===== config.mk =====
export PLATFORM = sky130hd
export DESIGN_NAME = rsp_core
export DESIGN_NICKNAME = d
export VERILOG_FILES = /design/src/core/rsp_pkg.sv /design/src/core/rsp_core.sv
export SDC_FILE = /design/constraint.sdc
export NUM_CORES = 1
export LEC_CHECK = 0
export BUFFER_PORTS_ARGS = -buffer_cell sky130_fd_sc_hd__buf_2
export CORE_ASPECT_RATIO = 1.4
export CORE_MARGIN = 3
export CORE_UTILIZATION = 50
export DETAILED_ROUTE_END_ITERATION = 16
export PLACE_DENSITY_LB_ADDON = 0.2
export SLEW_MARGIN = 20
export SYNTH_ARGS = -nofsm -noshare
export SYNTH_HDL_FRONTEND = slang
export SYNTH_SLANG_ARGS = --single-unit

===== constraint.sdc =====
create_clock -name i_mclk -period 8.7 [get_ports i_mclk]
set_clock_uncertainty 0.15 [all_clocks]
set_input_delay 0 -clock i_mclk [delete_from_list [all_inputs] [get_ports i_mclk]]
set_output_delay 0 -clock i_mclk [all_outputs]
set_load 0.05 [all_outputs]

===== src/core/rsp_pkg.sv =====
// Package: constants and types for the return stack and pipeline block
package rsp_pkg;
    // Register map (word offsets on the Avalon bus, byte address = 4*index)
    localparam logic [3:0] RSP_ADDR_STKREG = 4'h0;
    localparam logic [3:0] RSP_ADDR_WORK = 4'h1;
    localparam logic [3:0] RSP_ADDR_STATUS = 4'h2;
    localparam logic [3:0] RSP_ADDR_BANK = 4'h3;
    localparam logic [3:0] RSP_ADDR_PCL = 4'h4;
    localparam logic [3:0] RSP_ADDR_COUNTER_HIGH_LATCH = 4'h5;
    localparam logic [3:0] RSP_ADDR_COUNTER_UPPER_LATCH = 4'h6;
    localparam logic [3:0] RSP_ADDR_TABLE_BYTE_POINTER = 4'h7;
    localparam logic [3:0] RSP_ADDR_TABLE_DATA_LATCH = 4'h8;
    localparam logic [3:0] RSP_ADDR_CONFIG = 4'h9;
    localparam logic [3:0] RSP_ADDR_PC = 4'ha;
    localparam logic [3:0] RSP_ADDR_IREG = 4'hb;
    // Field positions of the stack pointer register, then depth, reset values and other constants
    localparam int RSP_FULL_BIT = 7;
    localparam int RSP_UNF_BIT = 6;
    localparam logic [4:0] RSP_DEPTH = 5'h1f;
    localparam logic [4:0] RSP_PTR_ZERO = 5'h00;
    localparam logic [7:0] RSP_STK_RESET = 8'h00;
    localparam logic [20:0] RSP_PC_RESET = 21'h000000;
    localparam logic [20:0] RSP_PC_STEP = 21'h000002;
    localparam logic [20:0] RSP_VEC_HIGH = 21'h000008;
    localparam logic [20:0] RSP_VEC_LOW = 21'h000018;
    localparam logic [15:0] RSP_NOP_WORD = 16'h0000;
    localparam logic [3:0] RSP_BANK_MASK = 4'hf;
    localparam logic [31:0] RSP_UNMAPPED = 32'h00000000;
    // Instruction cycle phases
    typedef enum logic [1:0] {RSP_Q1, RSP_Q2, RSP_Q3, RSP_Q4} rsp_phase_t;
    // Operation requested by the instruction decoder for the execute cycle
    typedef enum logic [2:0] {
        RSP_OP_NONE, RSP_OP_CALL, RSP_OP_RET, RSP_OP_RETURN_FROM_INTERRUPT, RSP_OP_GOTO,
        RSP_OP_PUSH, RSP_OP_POP, RSP_OP_ADDPCL
    } rsp_op_t;
    // Execute request from the decoder
    typedef struct packed {
        rsp_op_t op;
        logic fast;
        logic [20:0] target;
    } rsp_exec_t;
    // Fast shadow set
    typedef struct packed {
        logic [7:0] status;
        logic [7:0] work;
        logic [3:0] bank;
    } rsp_shadow_t;
endpackage : rsp_pkg


===== src/core/rsp_core.sv =====
// Return stack, fast shadows, table regs and four-phase pipeline
//
// Design decisions made here: the Avalon-MM register port and the placing of the registers.
`timescale 1ns/1ps
module rsp_core
    import rsp_pkg::*;
(
    // Clock and reset
    input wire logic i_mclk,
    input wire logic i_reset_n,
    // Avalon-MM slave
    input wire logic [3:0] i_address,
    input wire logic i_read,
    input wire logic i_write,
    input wire logic [31:0] i_writedata,
    output logic [31:0] o_readdata,
    output logic o_waitrequest,
    // Decoder, interrupt and memories
    input wire logic i_exec_valid,
    input wire rsp_exec_t i_exec,
    input wire logic i_irq_vector,
    input wire logic i_irq_high,
    input wire logic i_stack_error_reset_enable,
    input wire logic [15:0] i_prog_word,
    input wire logic [7:0] i_table_rdata,
    // Outputs
    output logic [20:0] o_pc,
    output logic [15:0] o_instruction_register,
    output logic [1:0] o_phase,
    output logic o_data_read,
    output logic o_data_write,
    output logic o_table_strobe,
    output logic o_device_reset
);
    rsp_phase_t phase_reg;
    logic [20:0] pc_reg;
    logic [15:0] fetch_reg;
    logic [15:0] ireg_reg;
    logic flush_reg;
    logic full_reg, unf_reg;
    logic [4:0] ptr_reg;
    logic [20:0] stack_mem [1:31];
    logic [7:0] status_reg, work_reg, counter_high_latch_reg, counter_upper_latch_reg, table_data_latch_reg;
    logic [3:0] bank_reg;
    logic [21:0] table_byte_pointer_reg;
    rsp_shadow_t shadow_reg;
    logic cfg_reg;
    logic [31:0] rdata_reg;
    logic wait_reg, dreset_reg, drd_reg, dwr_reg, tstr_reg;
    logic exec_now, wr_now, push_now, pop_now, redirect;
    logic [20:0] pc_next;
    logic stk_full_ev, stk_unf_ev;
    logic [7:0] pcl_sum;

    // Bus accepted on the second cycle: simple one-wait slave
    assign wr_now = i_write && wait_reg == 1'b0;
    assign exec_now = i_exec_valid && phase_reg == RSP_Q4 && !flush_reg;
    assign push_now = exec_now && (i_exec.op == RSP_OP_CALL ||
        i_exec.op == RSP_OP_PUSH) || i_irq_vector && phase_reg == RSP_Q4;
    assign pop_now = exec_now && (i_exec.op == RSP_OP_RET ||
        i_exec.op == RSP_OP_RETURN_FROM_INTERRUPT || i_exec.op == RSP_OP_POP);
    assign stk_full_ev = push_now && ptr_reg >= RSP_DEPTH - 5'h01;
    assign stk_unf_ev = pop_now && ptr_reg == RSP_PTR_ZERO;
    assign pcl_sum = pc_reg[7:0] + work_reg;

    // Next program counter
    always_comb begin
        pc_next = pc_reg + RSP_PC_STEP;
        redirect = 1'b0;
        if (i_irq_vector && phase_reg == RSP_Q4) begin
            pc_next = i_irq_high ? RSP_VEC_HIGH : RSP_VEC_LOW;
            redirect = 1'b1;
        end else if (exec_now) begin
            case (i_exec.op)
                RSP_OP_CALL, RSP_OP_GOTO: begin
                    pc_next = i_exec.target;
                    redirect = 1'b1;
                end
                RSP_OP_RET, RSP_OP_RETURN_FROM_INTERRUPT: begin
                    pc_next = stk_unf_ev ? RSP_PC_RESET
                        : stack_mem[ptr_reg];
                    redirect = 1'b1;
                end
                RSP_OP_ADDPCL: begin
                    pc_next = {counter_upper_latch_reg[4:0], counter_high_latch_reg,
                        pcl_sum[7:1], 1'b0};
                    redirect = 1'b1;
                end
                default: pc_next = pc_reg + RSP_PC_STEP;
            endcase
        end else if (wr_now && i_address == RSP_ADDR_PCL) begin
            pc_next = {counter_upper_latch_reg[4:0], counter_high_latch_reg,
                i_writedata[7:1], 1'b0};
            redirect = 1'b1;
        end
    end

    // Phase divider
    always_ff @(posedge i_mclk or negedge i_reset_n) begin
        if (!i_reset_n) begin
            phase_reg <= RSP_Q1;
        end else begin
            case (phase_reg)
                RSP_Q1: phase_reg <= RSP_Q2;
                RSP_Q2: phase_reg <= RSP_Q3;
                RSP_Q3: phase_reg <= RSP_Q4;
                default: phase_reg <= RSP_Q1;
            endcase
        end
    end

    // Fetch, pipeline and flush
    always_ff @(posedge i_mclk or negedge i_reset_n) begin
        if (!i_reset_n) begin
            pc_reg <= RSP_PC_RESET;
            fetch_reg <= RSP_NOP_WORD;
            ireg_reg <= RSP_NOP_WORD;
            flush_reg <= 1'b1;
        end else begin
            if (phase_reg == RSP_Q4) begin
                fetch_reg <= i_prog_word;
                if (redirect) begin
                    pc_reg <= pc_next;
                    flush_reg <= 1'b1;
                end else begin
                    flush_reg <= 1'b0;
                end
            end else if (wr_now && i_address == RSP_ADDR_PCL) begin
                pc_reg <= pc_next;
                flush_reg <= 1'b1;
            end
            if (phase_reg == RSP_Q1) begin
                ireg_reg <= flush_reg ? RSP_NOP_WORD : fetch_reg;
                if (!flush_reg) begin
                    pc_reg <= pc_reg + RSP_PC_STEP;
                end
            end
        end
    end

    // Data memory strobes
    always_ff @(posedge i_mclk or negedge i_reset_n) begin
        if (!i_reset_n) begin
            drd_reg <= 1'b0;
            dwr_reg <= 1'b0;
        end else begin
            drd_reg <= phase_reg == RSP_Q1;
            dwr_reg <= phase_reg == RSP_Q3;
        end
    end

    // Return stack and error reset
    always_ff @(posedge i_mclk or negedge i_reset_n) begin
        if (!i_reset_n) begin
            ptr_reg <= RSP_PTR_ZERO;
            full_reg <= 1'b0;
            unf_reg <= 1'b0;
            dreset_reg <= 1'b0;
        end else begin
            dreset_reg <= 1'b0;
            if (wr_now && i_address == RSP_ADDR_STKREG) begin
                ptr_reg <= i_writedata[4:0];
                if (!i_writedata[RSP_FULL_BIT]) full_reg <= 1'b0;
                if (!i_writedata[RSP_UNF_BIT]) unf_reg <= 1'b0;
            end
            if (push_now) begin
                if (ptr_reg != RSP_DEPTH) begin
                    ptr_reg <= ptr_reg + 5'h01;
                    stack_mem[ptr_reg + 5'h01] <= pc_reg;
                end
                if (stk_full_ev) begin
                    full_reg <= 1'b1;
                    dreset_reg <= cfg_reg;
                end
            end else if (pop_now) begin
                if (stk_unf_ev) begin
                    unf_reg <= 1'b1;
                    dreset_reg <= cfg_reg;
                end else begin
                    ptr_reg <= ptr_reg - 5'h01;
                end
            end
            if (dreset_reg) ptr_reg <= RSP_PTR_ZERO;
        end
    end

    // Shadows and core registers
    always_ff @(posedge i_mclk or negedge i_reset_n) begin
        if (!i_reset_n) begin
            shadow_reg <= '0;
            status_reg <= 8'h00;
            work_reg <= 8'h00;
            bank_reg <= 4'h0;
            counter_high_latch_reg <= 8'h00;
            counter_upper_latch_reg <= 8'h00;
        end else begin
            if (wr_now) begin
                case (i_address)
                    RSP_ADDR_WORK: work_reg <= i_writedata[7:0];
                    RSP_ADDR_STATUS: status_reg <= i_writedata[7:0];
                    RSP_ADDR_BANK: bank_reg <= i_writedata[3:0];
                    RSP_ADDR_COUNTER_HIGH_LATCH: counter_high_latch_reg <= i_writedata[7:0];
                    RSP_ADDR_COUNTER_UPPER_LATCH: counter_upper_latch_reg <= i_writedata[7:0];
                    default: ;
                endcase
            end
            // Last capture wins, so a nested high interrupt overwrites
            if ((i_irq_vector && phase_reg == RSP_Q4) || (exec_now &&
                    i_exec.op == RSP_OP_CALL && i_exec.fast)) begin
                shadow_reg <= {status_reg, work_reg, bank_reg};
            end else if (exec_now && i_exec.fast && (i_exec.op ==
                    RSP_OP_RET || i_exec.op == RSP_OP_RETURN_FROM_INTERRUPT)) begin
                status_reg <= shadow_reg.status;
                work_reg <= shadow_reg.work;
                bank_reg <= shadow_reg.bank;
            end
        end
    end

    // Table pointer and latch
    always_ff @(posedge i_mclk or negedge i_reset_n) begin
        if (!i_reset_n) begin
            table_byte_pointer_reg <= 22'h000000;
            table_data_latch_reg <= 8'h00;
            tstr_reg <= 1'b0;
            cfg_reg <= 1'b1;
        end else begin
            tstr_reg <= 1'b0;
            if (wr_now && i_address == RSP_ADDR_TABLE_BYTE_POINTER)
                table_byte_pointer_reg <= i_writedata[21:0];
            if (wr_now && i_address == RSP_ADDR_TABLE_DATA_LATCH)
                table_data_latch_reg <= i_writedata[7:0];
            if (wr_now && i_address == RSP_ADDR_CONFIG)
                cfg_reg <= i_writedata[0];
            if (i_read && !wait_reg && i_address == RSP_ADDR_TABLE_DATA_LATCH) begin
                table_data_latch_reg <= i_table_rdata;
                tstr_reg <= 1'b1;
            end
        end
    end

    // Bus slave: one wait state, then answer
    always_ff @(posedge i_mclk or negedge i_reset_n) begin
        if (!i_reset_n) begin
            wait_reg <= 1'b1;
            rdata_reg <= RSP_UNMAPPED;
        end else begin
            wait_reg <= !((i_read || i_write) && wait_reg);
            case (i_address)
                RSP_ADDR_STKREG: rdata_reg <= {24'h0, full_reg, unf_reg,
                    1'b0, ptr_reg};
                RSP_ADDR_WORK: rdata_reg <= {24'h0, work_reg};
                RSP_ADDR_STATUS: rdata_reg <= {24'h0, status_reg};
                RSP_ADDR_BANK: rdata_reg <= {28'h0, bank_reg};
                RSP_ADDR_PCL: rdata_reg <= {24'h0, pc_reg[7:0]};
                RSP_ADDR_COUNTER_HIGH_LATCH: rdata_reg <= {24'h0, counter_high_latch_reg};
                RSP_ADDR_COUNTER_UPPER_LATCH: rdata_reg <= {24'h0, counter_upper_latch_reg};
                RSP_ADDR_TABLE_BYTE_POINTER: rdata_reg <= {10'h0, table_byte_pointer_reg};
                RSP_ADDR_TABLE_DATA_LATCH: rdata_reg <= {24'h0, table_data_latch_reg};
                RSP_ADDR_CONFIG: rdata_reg <= {31'h0, cfg_reg};
                RSP_ADDR_PC: rdata_reg <= {11'h0, pc_reg};
                RSP_ADDR_IREG: rdata_reg <= {16'h0, ireg_reg};
                default: rdata_reg <= RSP_UNMAPPED;
            endcase
        end
    end

    assign o_readdata = rdata_reg;
    assign o_waitrequest = wait_reg;
    assign o_pc = pc_reg;
    assign o_instruction_register = ireg_reg;
    assign o_phase = phase_reg;
    assign o_data_read = drd_reg;
    assign o_data_write = dwr_reg;
    assign o_table_strobe = tstr_reg;
    assign o_device_reset = dreset_reg;

    // Checks
    phase_cycle_a: assert property (@(posedge i_mclk) disable iff
        (!i_reset_n) phase_reg == RSP_Q4 |=> phase_reg == RSP_Q1)
        else $error("phase order broken");
    bit_five_zero_a: assert property (@(posedge i_mclk) disable iff
        (!i_reset_n) rdata_reg[5] == 1'b0 || i_address != RSP_ADDR_STKREG
        || $past(i_address) != RSP_ADDR_STKREG)
        else $error("stack bit five set");
    full_set_a: assert property (@(posedge i_mclk) disable iff
        (!i_reset_n) stk_full_ev |=> full_reg)
        else $error("full flag not set");
    unf_set_a: assert property (@(posedge i_mclk) disable iff
        (!i_reset_n) stk_unf_ev |=> unf_reg && ptr_reg == RSP_PTR_ZERO)
        else $error("underflow not flagged");
    flag_no_set_a: assert property (@(posedge i_mclk) disable iff
        (!i_reset_n) !full_reg && !push_now |=> !full_reg)
        else $error("full flag set by software");
    err_reset_a: assert property (@(posedge i_mclk) disable iff
        (!i_reset_n) (stk_full_ev || stk_unf_ev) |=> dreset_reg == cfg_reg)
        else $error("error reset mismatch");
    no_reset_a: assert property (@(posedge i_mclk) disable iff
        (!i_reset_n) !cfg_reg ##1 !cfg_reg |-> !dreset_reg)
        else $error("reset while disabled");
    pc_even_a: assert property (@(posedge i_mclk) disable iff
        (!i_reset_n) pc_reg[0] == 1'b0)
        else $error("pc odd");
    strobe_phase_a: assert property (@(posedge i_mclk) disable iff
        (!i_reset_n) drd_reg |-> phase_reg == RSP_Q2)
        else $error("read strobe out of phase");
endmodule : rsp_core


# --- Word-level counts from Yosys, hierarchy flattened ---
# Memory sizes are Yosys's and may differ from the RTL's.
# Index checks and enable logic that the tools add are counted.
word_totals:
  word_cells: 152
  n_memories: 1
  mem_bits_ro: 0
  ramBits: 651
  regBits: 187
  latchBits: 0
  inputBits: 93
  output_inout_bits: 76
classes:
  n_reduce_logical: 40
  eq_ne: 22
  n_div: 0
  mul: 0
  bitwise_logic: 1
  n_mux: 58
  n_lt_le_gt_ge: 1
  add_sub_neg: 4
  n_shift: 0
mem_list:
  columns: ["memory", "depth", "word_bits", "read_ports", "rd_ports_with_merged_regs", "wr", "line", "rtl"]
  rows:
  - ["stack_mem", 31, 21, 1, 0, 1, "rsp_core.sv:42", "logic [20:0] stack_mem [1:31];"]
ops:
  columns: ["operator", "n"]
  rows:
  - ["case mux 22 bit (12 select lines)", 1]
  - ["two-way mux 21 bit", 9]
  - ["two-way mux 8 bit", 10]
  - ["case mux 21 bit (3 select lines)", 1]
  - ["two-way mux 5 bit", 7]
  - ["two-way mux 1 bit", 24]
  - ["adder 21 x 2 -> 21 bit (second input constant)", 1]
  - ["logical AND 1 bit", 21]
  - ["== test 4 x 3 -> 1 bit (second input constant)", 4]
  - ["== test 4 bit (second input constant)", 4]
  - ["two-way mux 16 bit", 1]
  - ["two-way mux 4 bit", 4]
  - ["== test 3 bit (second input constant)", 4]
  - ["adder 8 bit", 1]
  - ["== test 4 x 2 -> 1 bit (second input constant)", 2]
  - ["== test 3 x 2 -> 1 bit (second input constant)", 2]
  - ["logical OR 1 bit", 6]
  - ["case mux 2 bit (3 select lines)", 1]
  - ["adder 5 x 1 -> 5 bit (second input constant)", 1]
  - [">= comparator 5 bit (second input constant)", 1]
  - ["logical NOT 5 bit", 1]
  - ["inequality test 5 bit (second input constant)", 1]
  - ["OR reduction 5 bit", 1]
  - ["subtractor 5 x 1 -> 5 bit (second input constant)", 1]
  - ["other kinds (11)", 17]

# --- Depth between registers and ports, before layout ---
# Gate-level depths: netlist of the first run.
depth:
  depth_word: 13
  depth_mapped: 15
  mapped_depth_nobuf: 8

# --- Worst setup path before layout of the first run ---
# Ideal clock, no wire load.
synth_timing:
  path_type: "reg2reg"
  start: "reg ptr_reg[3]"
  end: "mem stack_mem[22][0] (enable)"
  path_stages_with_launch: 10
  n_path_buf: 4
  setup_ps: 399
  required_ps: 8151
  arrival_time_ps: 2965
  setup_slack_ps: 5187
  synth_period_minus_slack_ps: 3513
  cell_sequence: "dfrtp_1 -> buf_2 -> buf_1 -> clkbuf_1 -> and3_1 -> ha_1 -> buf_2 -> nor2_1 -> nand3_1 -> nor2_1"
synth_via:
  elab_chain_cells: 5
  word_cells_on_any_way: 6
  classes_between: "1 x add/sub; 1 x eq/ne; 3 x mux; 1 x reduce/logical"
synth_lines:
  columns: ["element", "line", "rtl"]
  rows:
  - ["start, declared", "rsp_core.sv:41", "logic [4:0] ptr_reg;"]
  - ["start signal, assigned", "rsp_core.sv:162", "ptr_reg <= i_writedata[4:0];"]
  - ["start signal, assigned", "rsp_core.sv:168", "ptr_reg <= ptr_reg + 5'h01;"]
  - ["start signal, assigned", "rsp_core.sv:180", "ptr_reg <= ptr_reg - 5'h01;"]
  - ["inequality test 5 bit", "rsp_core.sv:167", "if (ptr_reg != RSP_DEPTH) begin"]
  - ["two-way mux 1 bit", "rsp_core.sv:167", null]
  - ["two-way mux 1 bit", "rsp_core.sv:166", "if (push_now) begin"]
  - ["logical AND 1 bit (not written as such)", "rsp_core.sv:169", "stack_mem[ptr_reg + 5'h01] <= pc_reg;"]
  - ["two-way mux 1 bit (not written as such)", "rsp_core.sv:169", null]
  - ["end, declared", "rsp_core.sv:42", null]
# Parallel ways exist; a longest one is shown, timed or not.

# --- Final worst setup path of the first run ---
layout_timing:
  start: "reg ptr_reg[0]"
  end: "reg pc_reg[8], in the netlist o_pc[8]"
layout_via:
  elab_chain_cells: 10
  word_cells_on_any_way: 12
  classes_between: "9 x mux; 2 x reduce/logical; 1 x memory"
layout_lines:
  columns: ["element", "line", "rtl"]
  rows:
  - ["branches (longest 2 deep; another with memory (31 x 21 bit))", null, null]
  - ["two-way mux 21 bit (*)", "rsp_core.sv:80", "pc_next = stk_unf_ev ? RSP_PC_RESET"]
  - ["case mux 21 bit (3 select lines) (*)", "rsp_core.sv:74", "case (i_exec.op)"]
  - ["two-way mux 21 bit (*)", "rsp_core.sv:73", "end else if (exec_now) begin"]
  - ["two-way mux 21 bit (*)", "rsp_core.sv:70", "if (i_irq_vector && phase_reg == RSP_Q4) begin"]
  - ["two-way mux 21 bit, on equally long branches", "rsp_core.sv:128, rsp_core.sv:122", null]
  - ["two-way mux 21 bit (*)", "rsp_core.sv:120", "if (phase_reg == RSP_Q4) begin"]
  - ["two-way mux 21 bit", "rsp_core.sv:134", "if (!flush_reg) begin"]
  - ["two-way mux 21 bit (*)", "rsp_core.sv:132", "if (phase_reg == RSP_Q1) begin"]
  - ["end signal, assigned", "rsp_core.sv:123", "pc_reg <= pc_next;"]
  - ["end signal, assigned", "rsp_core.sv:129", "pc_reg <= pc_next;"]
  - ["end signal, assigned", "rsp_core.sv:135", "pc_reg <= pc_reg + RSP_PC_STEP;"]
  - ["end, declared", "rsp_core.sv:36", "logic [20:0] pc_reg;"]
# Every way passes the cells marked *.
# A chain may end at the register's enable or synchronous reset.

==> results of run 1 <==
-- cell usage after synthesis (all sizes together), types with 5 or more instances --
master  count
edfxtp    651
dfrtp     174
nand2     139
mux4      129
nor2      121
mux2i     106
o21ai     101
mux2       81
a21oi      71
buf        70
clkbuf     67
inv        36
nand3      36
a211oi     29
a22oi      29
nor3       24
o22ai      22
a22o       18
a31oi      18
ha         18
a221o      16
o221ai     15
and2       14
a222oi     12
nor2b      12
a221oi     11
and3        9
nand2b      9
xnor2       9
a21o        7
o211ai      7
xor2        7
nand3b      6
a311oi      5
a32oi       5
nand4       5
-- logic make-up after synthesis --
family          count (synthesis)
compound gates                401
xor+xnor                       16
fa+ha+maj                      19
buf+inv                       174
flops                         828
mux                           316
other cells                     1
simple gates                  401
-- worst max-delay path by stage --
| stage | startpoint | to | slack (ns) | cells after the start |
|---|---|---|---|---|
| floorplan | ptr_reg[3] | stack_mem[22][0] | 5.19 | 9 |
| global placement | ptr_reg[0] | o_pc[20] | 4.33 | 8 |
| detailed placement | ptr_reg[0] | o_pc[11] | 4.36 | 8 |
| CTS | ptr_reg[0] | o_pc[8] | 4.19 | 8 |
| global route | ptr_reg[0] | o_pc[8] | 4.06 | 8 |
| finish | ptr_reg[0] | o_pc[8] | 4.32 | 8 |
-- through the flow --
stage	area [um^2]	total power [W]	utilization (%)	instances	hold WS, ns
3_3_place_gp	36610	0.007845	53.61	3171	0.01493
2_1_floorplan	34760	0.006958	-	2165	-0.4456
4_1_cts	40580	0.01148	59.43	3446	0.001915
3_5_place_dp	36620	0.007907	53.63	3172	0.02831
5_1_grt	40580	0.01184	59.43	3446	0.02030
6_report	40580	0.01140	59.43	3446	0.02160
-- layout make-up --
type	count	area, um^2	share of cell area (%)
Sequential cell	828	23990	59.12
Multi-Input combinational cell	1163	9987	24.61
Timing Repair Buffer	355	2684	6.613
Clock buffer	96	2113	5.207
Tap cell	920	1151	2.836
Clock inverter	47	518.0	1.276
Inverter	37	138.9	0.3422
-- worst max-delay path, stage by stage (launching register included) --
cell	delay, ns
dfrtp_4	0.91
buf_12	0.65
mux4_2	0.59
a22o_1	0.23
a221oi_1	0.53
mux2_2	0.31
o21ai_1	0.06
a21o_1	0.20
dlygate4sd3_1	0.55
-- power by group through the flow --
| stage | registers, W | clock network [W] | logic (W) |
|---|---|---|---|
| floorplan | 0.00497 | 0 | 0.00199 |
| global placement | 0.00487 | 0 | 0.00298 |
| detailed placement | 0.00488 | 0 | 0.00303 |
| CTS | 0.00479 | 0.00358 | 0.00311 |
| global route | 0.00481 | 0.00373 | 0.00330 |
| finish | 0.00480 | 0.00351 | 0.00309 |
-- per-layer routing --
layer  track usage (%)  part of all wire [%]  up-vias
met1             32.61                    37    10860
met3             4.280                   6.8      242
met2             46.54                    51      965
met4             12.99                   5.2        0
li1                  -                     -     9111
met5                 0                     0        -
==> reports/metrics.csv, run 1 <==
metric,value,unit
outcome,"finished, final reports clean",
die area,72700,um^2
setup bufs post-CTS,0,
top post-synthesis cells by area,"edfxtp_1, dfrtp_1, mux4_2",
Final period util,50.37,%
vias per inst,6.146,
Cells after Synth,2156,
Final ANT Viol Nets,0,
sw frac,31.43,%
Reg2Reg Depth,8,
internal power,0.007818,W
Die Wd,228.7,um
r2r startpoint,ptr_reg[0],
I/O Pins,169,
clk_lat worst skew,0.63,ns
Setup WS pre-CTS,4.360,ns
Vias,21180,
clk slew on worst S/H paths,0.06,ns
"Seq/Total Area, Yosys",69.06,%
detailed placer's ending HPWL,59430,um
final net count,2575,
GRT Util Overall,26.74,%
flop and latch count out of synthesis,828,
PwrDens,280.9,nW/um^2
yosys warns,0,
simple-gate share of the synthesized area,5.329,%
worst hold endpoint,table_byte_pointer_reg[15],
Detailed Route Iter0 Violations,1976,
largest net degree at the start of global routing,145,
RSZ-0062 raised after global routing,false,
CP max FO,98,
mean area per synthesized cell,16.11,um^2
CP Launch Type,register,
FMAX,228.2,MHz
Least-Margin Pin Slew,1.022,ns
library cells used by synthesis,85,
final wirelength,96920,um
top cell type's share of synthesized area,56.29,%
clk buf depth,3,
site row count,113,
# fillers,5130,
CP arrival,4.74,ns
CP Class,reg -> reg,
Sink Count,828,
vias in the first global route,21730,
relative slew slack,31.61,%
Hold Path Stages,3,
asr flop ratio synth,21.38,%
Tmin final,4.382,ns
reported leakage power,14.68,nW
Net Switching,0.003584,W
Die H,317.8,um
initial antenna violation count,2,
setup_tns,0,ns
ys flop type,edfxtp_1,
setup ws final,4.318,ns
CP endpoint kind,register,
"EDFF count, synth",651,
max reg flops,651,
placer congestion estimate,0.9287,
worst path required time,9.06,ns
n_diodes,0,
DR DRC count,0,
Reg power frac,42.1,%
area of the core,68290,um^2
Combinational Power Share,27.1,%
global-route wire length before repair,143900,um
largest family of logic cells by synthesized area,multiplexers,
final setup fails,0,
PortBufs,147,
most frequent cells in the layout,"edfxtp_1, dfrtp_1, buf_2",
fraction of synthesized area in multiplexers,14.05,%
Min-Delay Startpoint,i_writedata[15],
root buf cell,clkbuf_16,
Area Overhead vs Synth,16.87,%
max_cap viols,0,
Post-Synth Adder-Cell Area,0.7062,%
grt total ovfl,0,
CTS buffer count,78,
CTS tree,done,
drt pass-1 iters,8,
R2R setup slack,4.32,ns
Initial Utilization,50.85,%
final max-slew violation count,0,
largest area contributor in the netlist,edfxtp_1,
Synth Area in Compound Gates,7.840,%
WL per Instance,28.12,um
clock share of power,30.8,%
final hold viol count,0,
"most common cell after layout, fill and taps aside",edfxtp_1,
Mapped Area,34730,um^2
"IR drop worst, VDD",0.0002132,V
RR Endpoint,o_pc[8],
post_cts resized,0,
# hold bufs at CTS,131,
HP Class,in -> reg,
xor and xnor fraction of the mapped netlist area,0.4252,%
# H-tree levels,3,
layout cells sized above 1,23.24,%
No activity file was read; power rests on OpenSTA's default activity.
==> inputs of run 2 (changes only) <==
Clock period 8.7 ns to 4 ns, I/O delays scaled along.
==> reports/metrics.csv, run 2 (synthesized netlist as in run 1, its figures left out) <==
metric,value,unit,change
final hold viol count,0,,unchanged
clk_lat worst skew,0.65,ns,+0.02 ns
relative slew slack,24.08,%,-7.5 points
largest net degree at the start of global routing,133,,-8.3%
setup_tns,0,ns,unchanged
Final ANT Viol Nets,0,,unchanged
site row count,113,,unchanged
HP Class,in -> reg,,
internal power,0.01717,W,+120%
sw frac,31.76,%,+0.33 points
CP arrival,4.27,ns,-0.47 ns
cell count after placement,3218,,+1.5%
Detailed Route Iter0 Violations,2091,,+5.8%
Die Wd,228.7,um,unchanged
drt pass-1 iters,6,,-2
CP Launch Type,register,,
outcome,"finished, final reports clean",,
most frequent cells in the layout,"edfxtp_1, dfrtp_1, buf_2",,
PwrDens,612.7,nW/um^2,+120%
layout cells sized above 1,24.28,%,+1.0 points
Vias,21380,,+0.97%
RSZ-0062 raised after global routing,false,,
final setup fails,0,,unchanged
I/O Pins,169,,unchanged
CTS tree,done,,
worst path required time,4.42,ns,-4.64 ns
n_diodes,0,,unchanged
CP endpoint kind,register,,
worst slack on hold paths,0.03130,ns,+0.009697 ns
CP max FO,11,,-89%
Post-Layout Cell Count,3494,,+1.4%
detailed placer's ending HPWL,65710,um,+11%
Initial Utilization,50.85,%,unchanged
Final period util,96.29,%,+46 points
"IR drop worst, VDD",0.0004057,V,+90%
Die H,317.8,um,unchanged
clock share of power,30.3,%,-0.5 points
reported leakage power,14.94,nW,+1.7%
CTS buffer count,79,,+1.3%
CP Class,reg -> reg,,
area of the core,68290,um^2,unchanged
Reg power frac,41.2,%,-0.9 points
setup bufs post-CTS,0,,unchanged
root buf cell,clkbuf_16,,
vias in the first global route,22410,,+3.1%
Tmin final,3.852,ns,-0.5306 ns
die area,72700,um^2,unchanged
clk buf depth,3,,unchanged
DR DRC count,0,,unchanged
placer congestion estimate,0.9317,,+0.32%
Area Overhead vs Synth,18.27,%,
final wirelength,101800,um,+5.0%
grt total ovfl,0,,unchanged
global-route wire length before repair,149500,um,+3.8%
Net Switching,0.007993,W,+120%
vias per inst,6.120,,-0.42%
Least-Margin Pin Slew,1.134,ns,+0.1117 ns
# H-tree levels,3,,unchanged
final max-slew violation count,0,,unchanged
initial antenna violation count,0,,-2
Sink Count,828,,unchanged
"most common cell after layout, fill and taps aside",edfxtp_1,,
FMAX,259.6,MHz,+14%
WL per Instance,29.12,um,+3.5%
GRT Util Overall,28.00,%,+1.3 points
max_cap viols,0,,unchanged
PortBufs,147,,unchanged
clk slew on worst S/H paths,0.07,ns,about the same
final net count,2629,,+2.1%
Combinational Power Share,28.5,%,+1.4 points
max reg flops,651,,unchanged
run 2: cell count changes in the layout (fill, tap and decap cells not counted), sizes merged:
cell and change:
inv +1, dlygate4sd3 +7, bufinv +1, buf +46, clkinv -2, clkbuf -6
clkinvlp +1
run 2: power by group through the flow:
stage | sequential [W] | combinational (W) | clock (W)
floorplan | 0.0108 | 0.00432 | 0
global placement | 0.0105 | 0.00689 | 0
detailed placement | 0.0105 | 0.00699 | 0
CTS | 0.0104 | 0.00718 | 0.00775
global route | 0.0104 | 0.00763 | 0.00806
finish | 0.0104 | 0.00718 | 0.00761
run 2: worst max-delay path, stage by stage (launching register included):
cell and delay, ns:
dfrtp_1 0.40, ha_1 0.36, and3b_1 0.51, o211ai_2 0.40
nand2_1 0.48, o21ai_0 0.16, dlygate4sd3_1 0.58, o21ai_1 0.14
dlygate4sd3_1 0.58
run 2: path summary, 6_finish.rpt:
path	startpoint	endpoint	slack (ns)	depth (start not counted)
min in group asynchronous	i_reset_n	cfg_reg	0.34	3
setup / recovery	o_phase[1]	o_pc[4]	0.15	8
setup reg to reg	o_phase[1]	o_pc[4]	0.15	8
max in group asynchronous	i_reset_n	o_pc[15]	2.50	4
hold / removal	i_prog_word[0]	fetch_reg[0]	0.03	3
hold reg to reg	shadow_reg[7]	work_reg[3]	0.33	2
run 2: layout make-up:
type / count / area, um^2
Clock buffer: 90 / 2061
Clock inverter: 48 / 538.0
Fill cell: 5069 / 27220
Inverter: 37 / 138.9
Multi-Input combinational cell: 1163 / 9987
Sequential cell: 828 / 23990
Tap cell: 920 / 1151
Timing Repair Buffer: 408 / 3204
run 2: through the flow:
step	power (W)	setup WS (ns)	util (%)	area, um^2
2_1_floorplan	0.01513	0.4868	-	34760
3_3_place_gp	0.01741	0.6137	54.29	37070
3_5_place_dp	0.01753	0.4789	54.29	37070
4_1_cts	0.02529	0.2387	60.14	41070
5_1_grt	0.02609	0.06894	60.14	41070
6_report	0.02517	0.1483	60.14	41070
run 2: timing repair:
action,CTS,global route
endpoints found under the hold margin,319,0
hold buffers,138,0
resized for setup,0,0
run 2: routing by layer:
metal  up-vias  part of all wire, %  GRT usage, %
met5         -                    0             0
met4         0                  6.0         15.26
met3       248                  6.0         4.217
met2       906                   51         49.30
met1     11010                   37         33.05
li1       9215                    -             -
